**src/rtl/pbcs_pkg.sv**
```systemverilog
// constants, field layouts and carrier types for the basic control/status bank
// assumes one 10 MHz reference clock and a serial management link sampled on it
// Notes on behaviour
// writing 1 to control bit 15 resets the device; bit then clears itself
// control bit 14 selects loopback; clearing it returns to normal operation
// control bit 13 picks 100 or 10 Mbps, resets to 1, ignored under autoneg
// control bit 12 enables auto-negotiation; resets to 1
// control bit 11 powers down: line and indicator outputs float, MII isolated
// control bit 10 isolates MII: transmit inputs ignored, MII outputs floated
// isolate bit resets to 0, or to 1 when the address straps are all zero
// writing 1 to control bit 9 restarts auto-negotiation; bit then clears itself
// control bit 8 picks full or half duplex, resets to 0, ignored under autoneg
// collision test asserts COL after TX_EN rises, drops it after TX_EN falls
// management writes to the status register are ignored
// status bit 15 reads 0; status bits 14 to 11 read 1
// status bit 6 mirrors mode control bit 1, which defaults to 1
// frames without preamble are rejected unless suppression is indicated
// controller sends at least 32 preamble bits before the first frame
// controller leaves at least one idle bit between transactions
// reset loads control defaults: speed and autoneg 1, all other bits 0; the code also sets isolate when the straps are all zero, as in
// registers are 16 bits; control at address 0, status at address 1
// straps give initial values at reset; management takes over afterwards
// accesses use the clause 22 frame with 5-bit PHY and register addresses
package pbcs_pkg;

	localparam int REG_W = 16;
	localparam int ADDR_W = 5;
	localparam logic [4:0] CONTROL_REG_INDEX = 5'h00;
	localparam logic [4:0] STATUS_REG_INDEX = 5'h01;
	localparam logic [4:0] MODE_CONTROL_REG = 5'h14;

	typedef struct packed {
		logic soft_reset;
		logic loopback_enable;
		logic speed_select;
		logic autoneg_enable;
		logic power_down;
		logic mii_isolate;
		logic autoneg_restart;
		logic duplex_select;
		logic collision_test;
		logic [6:0] reserved;
	} pbcs_ctrl_s;

	localparam logic [15:0] CTRL_RESET = 16'h3000;
	localparam logic [4:0] STAT_ABILITY = 5'h0F;
	localparam logic [3:0] STAT_RSVD_HI = 4'h0;
	localparam logic [5:0] STAT_LOW_BITS = 6'h00;
	localparam int MODE_PSUP_BIT = 1;
	localparam logic MODE_PSUP_RESET = 1'b1;

	localparam logic [1:0] OP_WRITE = 2'h1;
	localparam logic [1:0] OP_READ = 2'h2;
	localparam logic [5:0] PREAMBLE_MIN = 6'h20;
	localparam logic [4:0] HDR_LAST = 5'h0C;
	localparam logic [4:0] DATA_BITS = 5'h10;
	localparam logic [4:0] WDATA_LAST = 5'h0F;
	localparam logic [4:0] SKIP_LAST = 5'h11;

	localparam int CLK_NS = 100;
	localparam int SOFT_RST_NS = 1000;
	localparam int SOFT_RST_CYCLES = (SOFT_RST_NS + CLK_NS - 1) / CLK_NS;

	typedef struct packed {
		logic tx_en;
		logic tx_er;
		logic [3:0] txd;
	} pbcs_mii_tx_s;

	typedef struct packed {
		logic rx_dv;
		logic rx_er;
		logic [3:0] rxd;
		logic crs;
		logic col;
	} pbcs_mii_rx_s;

	typedef enum logic [2:0] {
		ST_IDLE,
		ST_HDR,
		ST_TA,
		ST_RDATA,
		ST_WDATA,
		ST_SKIP
	} pbcs_mdio_state_e;

endpackage : pbcs_pkg

```
**src/rtl/pbcs_top.sv**
```systemverilog
// basic control and status registers behind the serial management port
// assumes mdc and mdio are already synchronous to i_ref_clk (mdc well below 5 MHz)
module pbcs_top (
	input wire logic i_ref_clk,
	input wire logic i_reset,
	input wire logic [4:0] i_phy_addr,
	input wire logic i_mdc,
	input wire logic i_mdio,
	output logic o_mdio,
	output logic o_mdio_oe,
	input wire pbcs_pkg::pbcs_mii_tx_s i_mii_tx,
	output pbcs_pkg::pbcs_mii_tx_s o_core_tx,
	input wire pbcs_pkg::pbcs_mii_rx_s i_core_rx,
	output pbcs_pkg::pbcs_mii_rx_s o_mii_rx,
	output logic o_mii_oe,
	input wire logic i_an_speed_100,
	input wire logic i_an_full_duplex,
	output logic o_speed_100,
	output logic o_full_duplex,
	output logic o_loopback,
	output logic o_power_down,
	output logic o_autoneg_enable,
	output logic o_autoneg_restart,
	output logic o_soft_reset,
	output logic o_line_tx_oe,
	output logic o_led_oe
);

	pbcs_pkg::pbcs_mdio_state_e state_reg, state_next;
	logic mdc_prev_reg;
	logic [4:0] cnt_reg, cnt_next;
	logic [5:0] pre_cnt_reg, pre_cnt_next;
	logic [15:0] sh_reg, sh_next;
	logic [4:0] reg_addr_reg, reg_addr_next;
	logic is_read_reg, is_read_next;
	logic seen_frame_reg, seen_frame_next;
	logic mdio_out_reg, mdio_out_next;
	logic mdio_oe_reg, mdio_oe_next;
	logic wr_stb;
	logic [15:0] wr_data;
	pbcs_pkg::pbcs_ctrl_s wr_ctrl;
	logic mdc_rise;
	logic [12:0] hdr;

	pbcs_pkg::pbcs_ctrl_s ctrl_reg, ctrl_next, ctrl_dflt;
	logic mode_psup_reg, mode_psup_next;
	logic [4:0] phy_addr_reg;
	logic [7:0] srst_cnt_reg, srst_cnt_next;
	logic [15:0] status_word;

	pbcs_pkg::pbcs_mii_tx_s core_tx_reg, core_tx_next;
	pbcs_pkg::pbcs_mii_rx_s rx_reg, rx_next;
	logic iso_eff;

	function automatic logic [15:0] read_word(input logic [4:0] addr,
			input logic [15:0] ctrl, input logic [15:0] stat, input logic psup);
		logic [15:0] w;
		w = 16'h0000;
		case (addr)
			pbcs_pkg::CONTROL_REG_INDEX: w = ctrl;
			pbcs_pkg::STATUS_REG_INDEX: w = stat;
			pbcs_pkg::MODE_CONTROL_REG: w[pbcs_pkg::MODE_PSUP_BIT] = psup;
			default: w = 16'h0000;
		endcase
		return w;
	endfunction : read_word

	// status is built from constants and the mode bit, so writes have nothing to hit
	assign status_word = {pbcs_pkg::STAT_ABILITY, pbcs_pkg::STAT_RSVD_HI,
		mode_psup_reg, pbcs_pkg::STAT_LOW_BITS};

	assign mdc_rise = i_mdc & ~mdc_prev_reg;
	assign hdr = {sh_reg[11:0], i_mdio};
	assign wr_ctrl = wr_data;

	// management frame engine, one step per mdc rising edge
	always_comb begin
		state_next = state_reg;
		cnt_next = cnt_reg;
		pre_cnt_next = pre_cnt_reg;
		sh_next = sh_reg;
		reg_addr_next = reg_addr_reg;
		is_read_next = is_read_reg;
		seen_frame_next = seen_frame_reg;
		mdio_out_next = mdio_out_reg;
		mdio_oe_next = mdio_oe_reg;
		wr_stb = 1'b0;
		wr_data = {sh_reg[14:0], i_mdio};
		if (mdc_rise) begin
			unique case (state_reg)
				pbcs_pkg::ST_IDLE: begin
					if (i_mdio) begin
						if (pre_cnt_reg != pbcs_pkg::PREAMBLE_MIN) begin
							pre_cnt_next = pre_cnt_reg + 6'h01;
						end
					end else begin
						// short preamble only after one good frame
						if (pre_cnt_reg == pbcs_pkg::PREAMBLE_MIN
								|| (mode_psup_reg && seen_frame_reg)) begin
							state_next = pbcs_pkg::ST_HDR;
							cnt_next = 5'h00;
						end
						pre_cnt_next = 6'h00;
					end
				end
				pbcs_pkg::ST_HDR: begin
					sh_next = {sh_reg[14:0], i_mdio};
					cnt_next = cnt_reg + 5'h01;
					if (cnt_reg == pbcs_pkg::HDR_LAST) begin
						cnt_next = 5'h00;
						if (hdr[12] && hdr[9:5] == phy_addr_reg
								&& (hdr[11:10] == pbcs_pkg::OP_READ
								|| hdr[11:10] == pbcs_pkg::OP_WRITE)) begin
							reg_addr_next = hdr[4:0];
							is_read_next = (hdr[11:10] == pbcs_pkg::OP_READ);
							seen_frame_next = 1'b1;
							state_next = pbcs_pkg::ST_TA;
						end else begin
							state_next = pbcs_pkg::ST_SKIP;
						end
					end
				end
				pbcs_pkg::ST_TA: begin
					if (is_read_reg) begin
						// first turnaround bit left floating, drive 0 in the second
						mdio_oe_next = 1'b1;
						mdio_out_next = 1'b0;
						sh_next = read_word(reg_addr_reg, ctrl_reg, status_word, mode_psup_reg);
						state_next = pbcs_pkg::ST_RDATA;
					end else if (cnt_reg == 5'h01) begin
						state_next = pbcs_pkg::ST_WDATA;
						cnt_next = 5'h00;
					end else begin
						cnt_next = 5'h01;
					end
				end
				pbcs_pkg::ST_RDATA: begin
					if (cnt_reg == pbcs_pkg::DATA_BITS) begin
						mdio_oe_next = 1'b0;
						mdio_out_next = 1'b0;
						state_next = pbcs_pkg::ST_IDLE;
						cnt_next = 5'h00;
					end else begin
						mdio_out_next = sh_reg[15];
						sh_next = {sh_reg[14:0], 1'b0};
						cnt_next = cnt_reg + 5'h01;
					end
				end
				pbcs_pkg::ST_WDATA: begin
					sh_next = {sh_reg[14:0], i_mdio};
					cnt_next = cnt_reg + 5'h01;
					if (cnt_reg == pbcs_pkg::WDATA_LAST) begin
						wr_stb = 1'b1;
						state_next = pbcs_pkg::ST_IDLE;
						cnt_next = 5'h00;
					end
				end
				pbcs_pkg::ST_SKIP: begin
					cnt_next = cnt_reg + 5'h01;
					if (cnt_reg == pbcs_pkg::SKIP_LAST) begin
						state_next = pbcs_pkg::ST_IDLE;
						cnt_next = 5'h00;
					end
				end
				default: state_next = pbcs_pkg::ST_IDLE;
			endcase
		end
	end

	always_ff @(posedge i_ref_clk) begin
		if (i_reset) begin
			state_reg <= pbcs_pkg::ST_IDLE;
			// track the idle mdc level so no false rise follows reset
			mdc_prev_reg <= i_mdc;
			cnt_reg <= 5'h00;
			pre_cnt_reg <= 6'h00;
			sh_reg <= 16'h0000;
			reg_addr_reg <= 5'h00;
			is_read_reg <= 1'b0;
			seen_frame_reg <= 1'b0;
			mdio_out_reg <= 1'b0;
			mdio_oe_reg <= 1'b0;
		end else begin
			state_reg <= state_next;
			mdc_prev_reg <= i_mdc;
			cnt_reg <= cnt_next;
			pre_cnt_reg <= pre_cnt_next;
			sh_reg <= sh_next;
			reg_addr_reg <= reg_addr_next;
			is_read_reg <= is_read_next;
			seen_frame_reg <= seen_frame_next;
			mdio_out_reg <= mdio_out_next;
			mdio_oe_reg <= mdio_oe_next;
		end
	end

	assign o_mdio = mdio_out_reg;
	assign o_mdio_oe = mdio_oe_reg;

	// register bank
	always_comb begin
		ctrl_dflt = pbcs_pkg::CTRL_RESET;
		ctrl_dflt.mii_isolate = (phy_addr_reg == 5'h00);
		ctrl_next = ctrl_reg;
		mode_psup_next = mode_psup_reg;
		srst_cnt_next = srst_cnt_reg;
		if (ctrl_reg.autoneg_restart) begin
			ctrl_next.autoneg_restart = 1'b0;
		end
		if (ctrl_reg.soft_reset) begin
			// writes during the soft reset are dropped so defaults win cleanly
			if (srst_cnt_reg == 8'(pbcs_pkg::SOFT_RST_CYCLES - 1)) begin
				ctrl_next = ctrl_dflt;
				mode_psup_next = pbcs_pkg::MODE_PSUP_RESET;
				srst_cnt_next = 8'h00;
			end else begin
				srst_cnt_next = srst_cnt_reg + 8'h01;
			end
		end else if (wr_stb && reg_addr_reg == pbcs_pkg::CONTROL_REG_INDEX) begin
			ctrl_next = wr_data;
			ctrl_next.reserved = 7'h00;
		end else if (wr_stb && reg_addr_reg == pbcs_pkg::MODE_CONTROL_REG) begin
			mode_psup_next = wr_data[pbcs_pkg::MODE_PSUP_BIT];
		end
	end

	always_ff @(posedge i_ref_clk) begin
		if (i_reset) begin
			// straps are caught here, on the clocked reset, then left to management
			phy_addr_reg <= i_phy_addr;
			ctrl_reg <= pbcs_pkg::CTRL_RESET | {5'h00, i_phy_addr == 5'h00, 10'h000};
			mode_psup_reg <= pbcs_pkg::MODE_PSUP_RESET;
			srst_cnt_reg <= 8'h00;
		end else begin
			ctrl_reg <= ctrl_next;
			mode_psup_reg <= mode_psup_next;
			srst_cnt_reg <= srst_cnt_next;
		end
	end

	// media side controls
	assign iso_eff = ctrl_reg.mii_isolate | ctrl_reg.power_down;
	assign o_speed_100 = ctrl_reg.autoneg_enable ? i_an_speed_100 : ctrl_reg.speed_select;
	assign o_full_duplex = ctrl_reg.autoneg_enable ? i_an_full_duplex
		: ctrl_reg.duplex_select;
	assign o_loopback = ctrl_reg.loopback_enable;
	assign o_autoneg_enable = ctrl_reg.autoneg_enable;
	assign o_power_down = ctrl_reg.power_down;
	assign o_autoneg_restart = ctrl_reg.autoneg_restart;
	assign o_soft_reset = ctrl_reg.soft_reset;
	assign o_line_tx_oe = ~ctrl_reg.power_down;
	assign o_led_oe = ~ctrl_reg.power_down;
	assign o_mii_oe = ~iso_eff;

	always_comb begin
		core_tx_next = iso_eff ? '0 : i_mii_tx;
		rx_next = i_core_rx;
	end

	always_ff @(posedge i_ref_clk) begin
		if (i_reset) begin
			core_tx_reg <= '0;
			rx_reg <= '0;
		end else begin
			core_tx_reg <= core_tx_next;
			rx_reg <= rx_next;
		end
	end

	assign o_core_tx = core_tx_reg;

	// col test path kept combinational: one clock is longer than 4 bit times at 100 Mbps
	always_comb begin
		o_mii_rx = rx_reg;
		o_mii_rx.col = rx_reg.col | (ctrl_reg.collision_test & i_mii_tx.tx_en);
	end
endmodule : pbcs_top

```
**config.mk**
```make
export PLATFORM = sky130hd
export DESIGN_NAME = pbcs_top
export DESIGN_NICKNAME = d
export VERILOG_FILES = /design/src/rtl/pbcs_pkg.sv /design/src/rtl/pbcs_top.sv
export SDC_FILE = /design/constraint.sdc
export NUM_CORES = 1
export LEC_CHECK = 0
export BUFFER_PORTS_ARGS = -buffer_cell sky130_fd_sc_hd__buf_2
export CORE_MARGIN = 10
export CORE_UTILIZATION = 35
export DETAILED_ROUTE_END_ITERATION = 7
export MAX_ROUTING_LAYER = met4
export PLACE_DENSITY = 0.51
export SYNTH_ARGS = -nofsm -noshare
export SYNTH_HDL_FRONTEND = slang
export SYNTH_SLANG_ARGS = --single-unit
```
**constraint.sdc**
```tcl
create_clock -name i_ref_clk -period 5.7 [get_ports i_ref_clk]
set_input_delay 0.57 -clock i_ref_clk [delete_from_list [all_inputs] [get_ports i_ref_clk]]
set_output_delay 0.57 -clock i_ref_clk [all_outputs]
set_load 0.01 [all_outputs]
```
Yosys cells after proc, flatten, opt, wreduce, memory -nomap -nowiden. Cells that the tools add are included.

Logic and storage cells: 149. Output and inout port bits: 26. Bits of input ports: 25. Memories: 0. Latch bits: 0. Bits in writable memories: 0. Memory bits (read-only): 0. Register bits after elaboration: 84.

Multipliers: 0. Muxes and demuxes: 47. Add/subtract/negate cells: 3. Reductions and logical operators: 29. Div/mod/pow operators: 0. Shift operators: 0. $lt $le $gt $ge: 0. Bitwise gates (word level): 7. Equality and inequality tests: 32.

Operator list (count): 16-bit 2-to-1 mux (5); 16-bit case mux with 3 select lines (1); 5-bit 2-to-1 mux (7); 5-bit case mux with 6 select lines (1); 14-bit case mux with 2 select lines (1); 3-bit 2-to-1 mux (9); 2-bit != test (second input constant) (10); 3-bit case mux with 6 select lines (1); 5-bit equality test (second input constant) (3); 5-bit logical NOT (3); 1-bit 2-to-1 mux (15); 6-bit 2-to-1 mux (2); 4-bit AND reduction (3); 11-bit 2-to-1 mux (1); 5-bit by 1-bit equality test with 1-bit output (second input constant) (2); 5-bit by 4-bit equality test with 1-bit output (second input constant) (2); 3-bit AND reduction (3); 8-bit by 1-bit adder with 8-bit output (second input constant) (1); 8-bit by 4-bit equality test with 1-bit output (second input constant) (1); 8-bit 2-to-1 mux (1); 8-bit AND reduction (1); 6-bit by 1-bit adder with 6-bit output (second input constant) (1); 3-bit by 2-bit equality test with 1-bit output (second input constant) (2); 3-bit equality test (second input constant) (2); 23 further kinds (40).

Depth between registers and ports, before layout.
Word-level depth: 8. Gate-level depth with buffers: 10. Depth with buffers taken out: 9.

Worst setup path before layout. Ideal clock, no wire load.

Path kind: reg2reg. From: register cnt_reg[2]. To: register ctrl_reg[10] (netlist bit) (enable). Data arrival time: 1691 ps. Path buffers: 2. Cell stages (with the launch flop): 10. Clock period less this slack: 1982 ps. Slack: 3718 ps. Cell sequence: dfxtp_1 clkbuf_1 nand3_1 inv_1 ha_1 and3b_1 nand2_1 or3_1 clkbuf_2 nand2_1.

Longest elaborated chain between the ends: 7.

Ends and longest elaborated chain: from (decl) (line pbcs_top.sv:31) `logic [4:0] cnt_reg, cnt_next;`; from (signal assigned) (line pbcs_top.sv:186) `cnt_reg <= cnt_next;`; 5-bit by 4-bit equality test with 1-bit output (line pbcs_top.sv:152) `if (cnt_reg == pbcs_pkg::WDATA_LAST) begin`; 1-bit 2-to-1 mux (line pbcs_top.sv:152); 1-bit 2-to-1 mux (line pbcs_top.sv:90) `unique case (state_reg)`; 1-bit 2-to-1 mux (line pbcs_top.sv:89) `if (mdc_rise) begin`; 1-bit logical AND (line pbcs_top.sv:219) `end else if (wr_stb && reg_addr_reg == pbcs_pkg::CONTROL_REG_INDEX) begin`; 3-bit nonzero test (no line); 2-bit AND reduction (no line); to (signal assigned) (line pbcs_top.sv:231) `ctrl_reg <= pbcs_pkg::CTRL_RESET | {5'h00, i_phy_addr == 5'h00, 10'h000};`; to (signal assigned) (line pbcs_top.sv:235) `ctrl_reg <= ctrl_next;`; to (decl) (line pbcs_top.sv:45) `pbcs_pkg::pbcs_ctrl_s ctrl_reg, ctrl_next, ctrl_dflt;`.

Every way passes these cells. A chain may end at the register's enable or synchronous reset.

Final worst setup path.
From: register sh_reg[9]. To: register reg_addr_reg[1].

Longest elaborated chain between the ends: 4. Elaborated cells on any way between the ends: 5. Classes of those cells: eq/ne (2); reduce/logical (3).

Ends and longest elaborated chain: from (decl) (line pbcs_top.sv:33) `logic [15:0] sh_reg, sh_next;`; from (signal assigned) (line pbcs_top.sv:188) `sh_reg <= sh_next;`; 2-bit equality test or 2-bit by 1-bit equality test with 1-bit output (tied branches) (line pbcs_top.sv:112, pbcs_top.sv:113); 1-bit logical OR (*) (line pbcs_top.sv:113) `|| hdr[11:10] == pbcs_pkg::OP_WRITE)) begin`; 1-bit logical AND (*) (line pbcs_top.sv:112) `&& (hdr[11:10] == pbcs_pkg::OP_READ`; 4-bit AND reduction (no line) (*); to (signal assigned) (line pbcs_top.sv:189) `reg_addr_reg <= reg_addr_next;`; to (decl) (line pbcs_top.sv:34) `logic [4:0] reg_addr_reg, reg_addr_next;`.

Mark *: on every way between the ends. The rest lies on a longest branch, timed or not.

==> results.py <==
metrics = {
    "status": {
        "outcome": "finished clean",
    },
    "finish": {
        "area_delta_synth_final_pct": 12.4,
        "layout_common_cells": "dfxtp_1 (71), nor2_1 (52), buf_2 (50)",
        "final_nets": 502,
        "largest_register_ffs": 16,
        "drive_gt1_share_pct": 16.2,
        "finish.instance_area_um2": 4210,
        "diodes": 0,
        "layout_commonest_cell": "dfxtp_1",
        "instances_no_fill": 606,
        "n_fill_cell": 1071,
    },
    "logic_synthesis": {
        "synthArstFlopShare_pct": 0,
        "yosysTopAreaCell": "dfxtp_1",
        "synth_top_area_share_pct": 38.0,
        "synthTopCellsByArea": "dfxtp_1 (38%), nor2_1 (5.2%), edfxtp_1 (4.8%)",
        "ys_seq_elements": 77,
        "synth_edf_count": 6,
        "synth.distinct_cells": 56,
        "synth_ff_type": "dfxtp_1",
        "avgSynthCellArea_um2": 8.62,
        "seq_area_frac_synth_pct": 42.8,
        "netlist_area_um2": 3740,
        "synthCells": 434,
        "synth_warnings": 0,
        "synth_fp_nets": 471,
    },
    "pwr": {
        "powerDensity_nw_per_um2": 238,
        "vdd_drop_max_v": 0.0000970,
        "total_power_mw": 1.00,
        "p_leak_nw": 1.65,
    },
    "drt": {
        "drc": 0,
        "postRouteWirelength_um": 8840,
        "viasPerCell": 5.10,
        "num_vias": 3091,
        "wire_per_inst_um": 14.6,
        "drt_iter0_drc": 137,
        "first_pass_iters": 7,
        "ant_nets": 0,
    },
    "critical_path": {
        "critPathMaxFanout": 7,
        "cp-start-kind": "register",
        "critPathRequiredTime_ns": 5.90,
        "worstPathArrival_ns": 2.70,
        "cp-end-kind": "register",
        "cp_slowest_cell": "nor4_1",
        "cp_cell_sequence": "inv_1 -> ha_1 -> nand2b_1 -> nor4_1 -> nand3_1 -> mux2i_1 -> nor2_1",
        "critPathKind": "reg -> reg",
        "max_stage_delay_ns": 0.56,
        "critPathTopFamily": "simple AND/OR/NAND/NOR gates",
        "crit_buf_inv": 1,
    },
    "cts": {
        "cts_tree": "yes",
        "clk_latency_ns": 0.35,
        "cts_root_buf": "clkbuf_8",
        "cts.sinks": 77,
        "h-tree-depth": 3,
        "cts_resized": 0,
        "clkTransAtPathRegs_ns": 0.09,
        "cts_buffers": 9,
        "cts_max_path_buffers": 2,
        "postCtsHoldBufs": 0,
        "cts_setup_buffers": 0,
    },
    "sta": {
        "setup_violations": 0,
        "period_minus_slack_ns": 2.50,
        "clock_skew_ns": 0.0135,
        "worst_slew_pin_slew_ns": 0.963,
        "fin_ws_ns": 3.20,
        "maxSlewHeadroom_pct": 35.8,
        "slew_viol_final": 0,
        "fmax_mhz": 400,
        "grt_setup_unrepaired": "false",
        "finalSetupTns_ns": 0,
        "period_share_pct": 43.9,
        "final_hold_viol_count": 0,
    },
    "global_routing": {
        "antenna_found_initial": 0,
        "globalRoute.totalOverflow": 0,
        "grt_pass1_vias": 2933,
        "grt_pass1_wl_um": 14900,
        "grt_max_degree": 51,
        "track_usage_pct": 12.3,
    },
    "die": {
        "rows": 37,
        "die_h_um": 123,
        "die_area_um2": 15200,
        "core_um2": 10400,
        "start_util_pct": 36.1,
        "io-pin-count": 51,
        "die_x_um": 123,
    },
    "place": {
        "place_congestion": 0.826,
        "dpl.cell_count": 590,
        "hpwl_um": 6310,
        "dp_slack_ns": 3.18,
        "place_area_um2": 4010,
        "numPortBuffers": 50,
    },
    "min_path": {
        "min_path_type": "in -> reg",
    },
    "run": {
        "drv_cap": 0,
    },
}
## through the flow
step,util [%],hold WS [ns]
finish,40.6,0.380
global route,40.6,0.363
CTS,40.6,0.363
detailed placement,38.7,0.453
global placement,38.7,0.441
floorplan,-,0.426
## final timing paths
path / startpoint / endpoint / slack, ns / cells after the start
worst min-delay path: i_mdc / mdc_prev_reg / 0.38 / 1
worst max-delay path: sh_reg[9] / reg_addr_reg[1] / 3.20 / 7
worst min register to register: seen_frame_reg / seen_frame_reg / 0.46 / 2
worst max register to register: sh_reg[9] / reg_addr_reg[1] / 3.20 / 7
## routing by layer
metal	wire length, µm	GRT usage [%]	vias to the layer above
met3	632	3.14	11
li1	-	-	1578
met2	3680	17.6	82
met1	4410	16.4	1420
met4	120	4.59	0
met5	0	-	-
## layout make-up
| class | count | area, µm² | share of cell area (%) |
|---|---|---|---|
| clock inverter | 5 | 31.3 | 0.744 |
| tap | 136 | 170 | 4.05 |
| inverter | 15 | 56.3 | 1.34 |
| sequential | 77 | 1600 | 38.1 |
| multi-input combinational | 311 | 1930 | 45.8 |
| clock buffer | 11 | 163 | 3.87 |
| timing repair buffer | 51 | 258 | 6.13 |
## kinds of logic (layout without fill, tap and decap cells)
logic type	count (synthesis)	after routing	synth area share, %
AO/OA/AOI/OAI	85	85	14.7
buffers and inverters	46	82	5.72
multiplexers	10	10	2.74
XOR/XNOR	15	15	3.51
AND/OR/NAND/NOR	189	189	26.5
adder cells (fa/ha/maj)	12	12	4.01
flip-flops	77	77	42.8
## cells in the mapped netlist, drive strengths merged (13+ instances only)
cell type,count
a211oi,14
nor2b,15
buf,14
a21oi,28
nor2,53
inv,15
nand2b,13
nand2,26
nor3,15
dfxtp,71
clkbuf,17
nand3,21
## power by group
part	switching, mW	total (mW)	internal [mW]
Combinational	0.0250	0.0435	0.0185
Sequential	0.00381	0.557	0.553
Clock	0.206	0.402	0.195
Power figures use the tool's default switching activity.
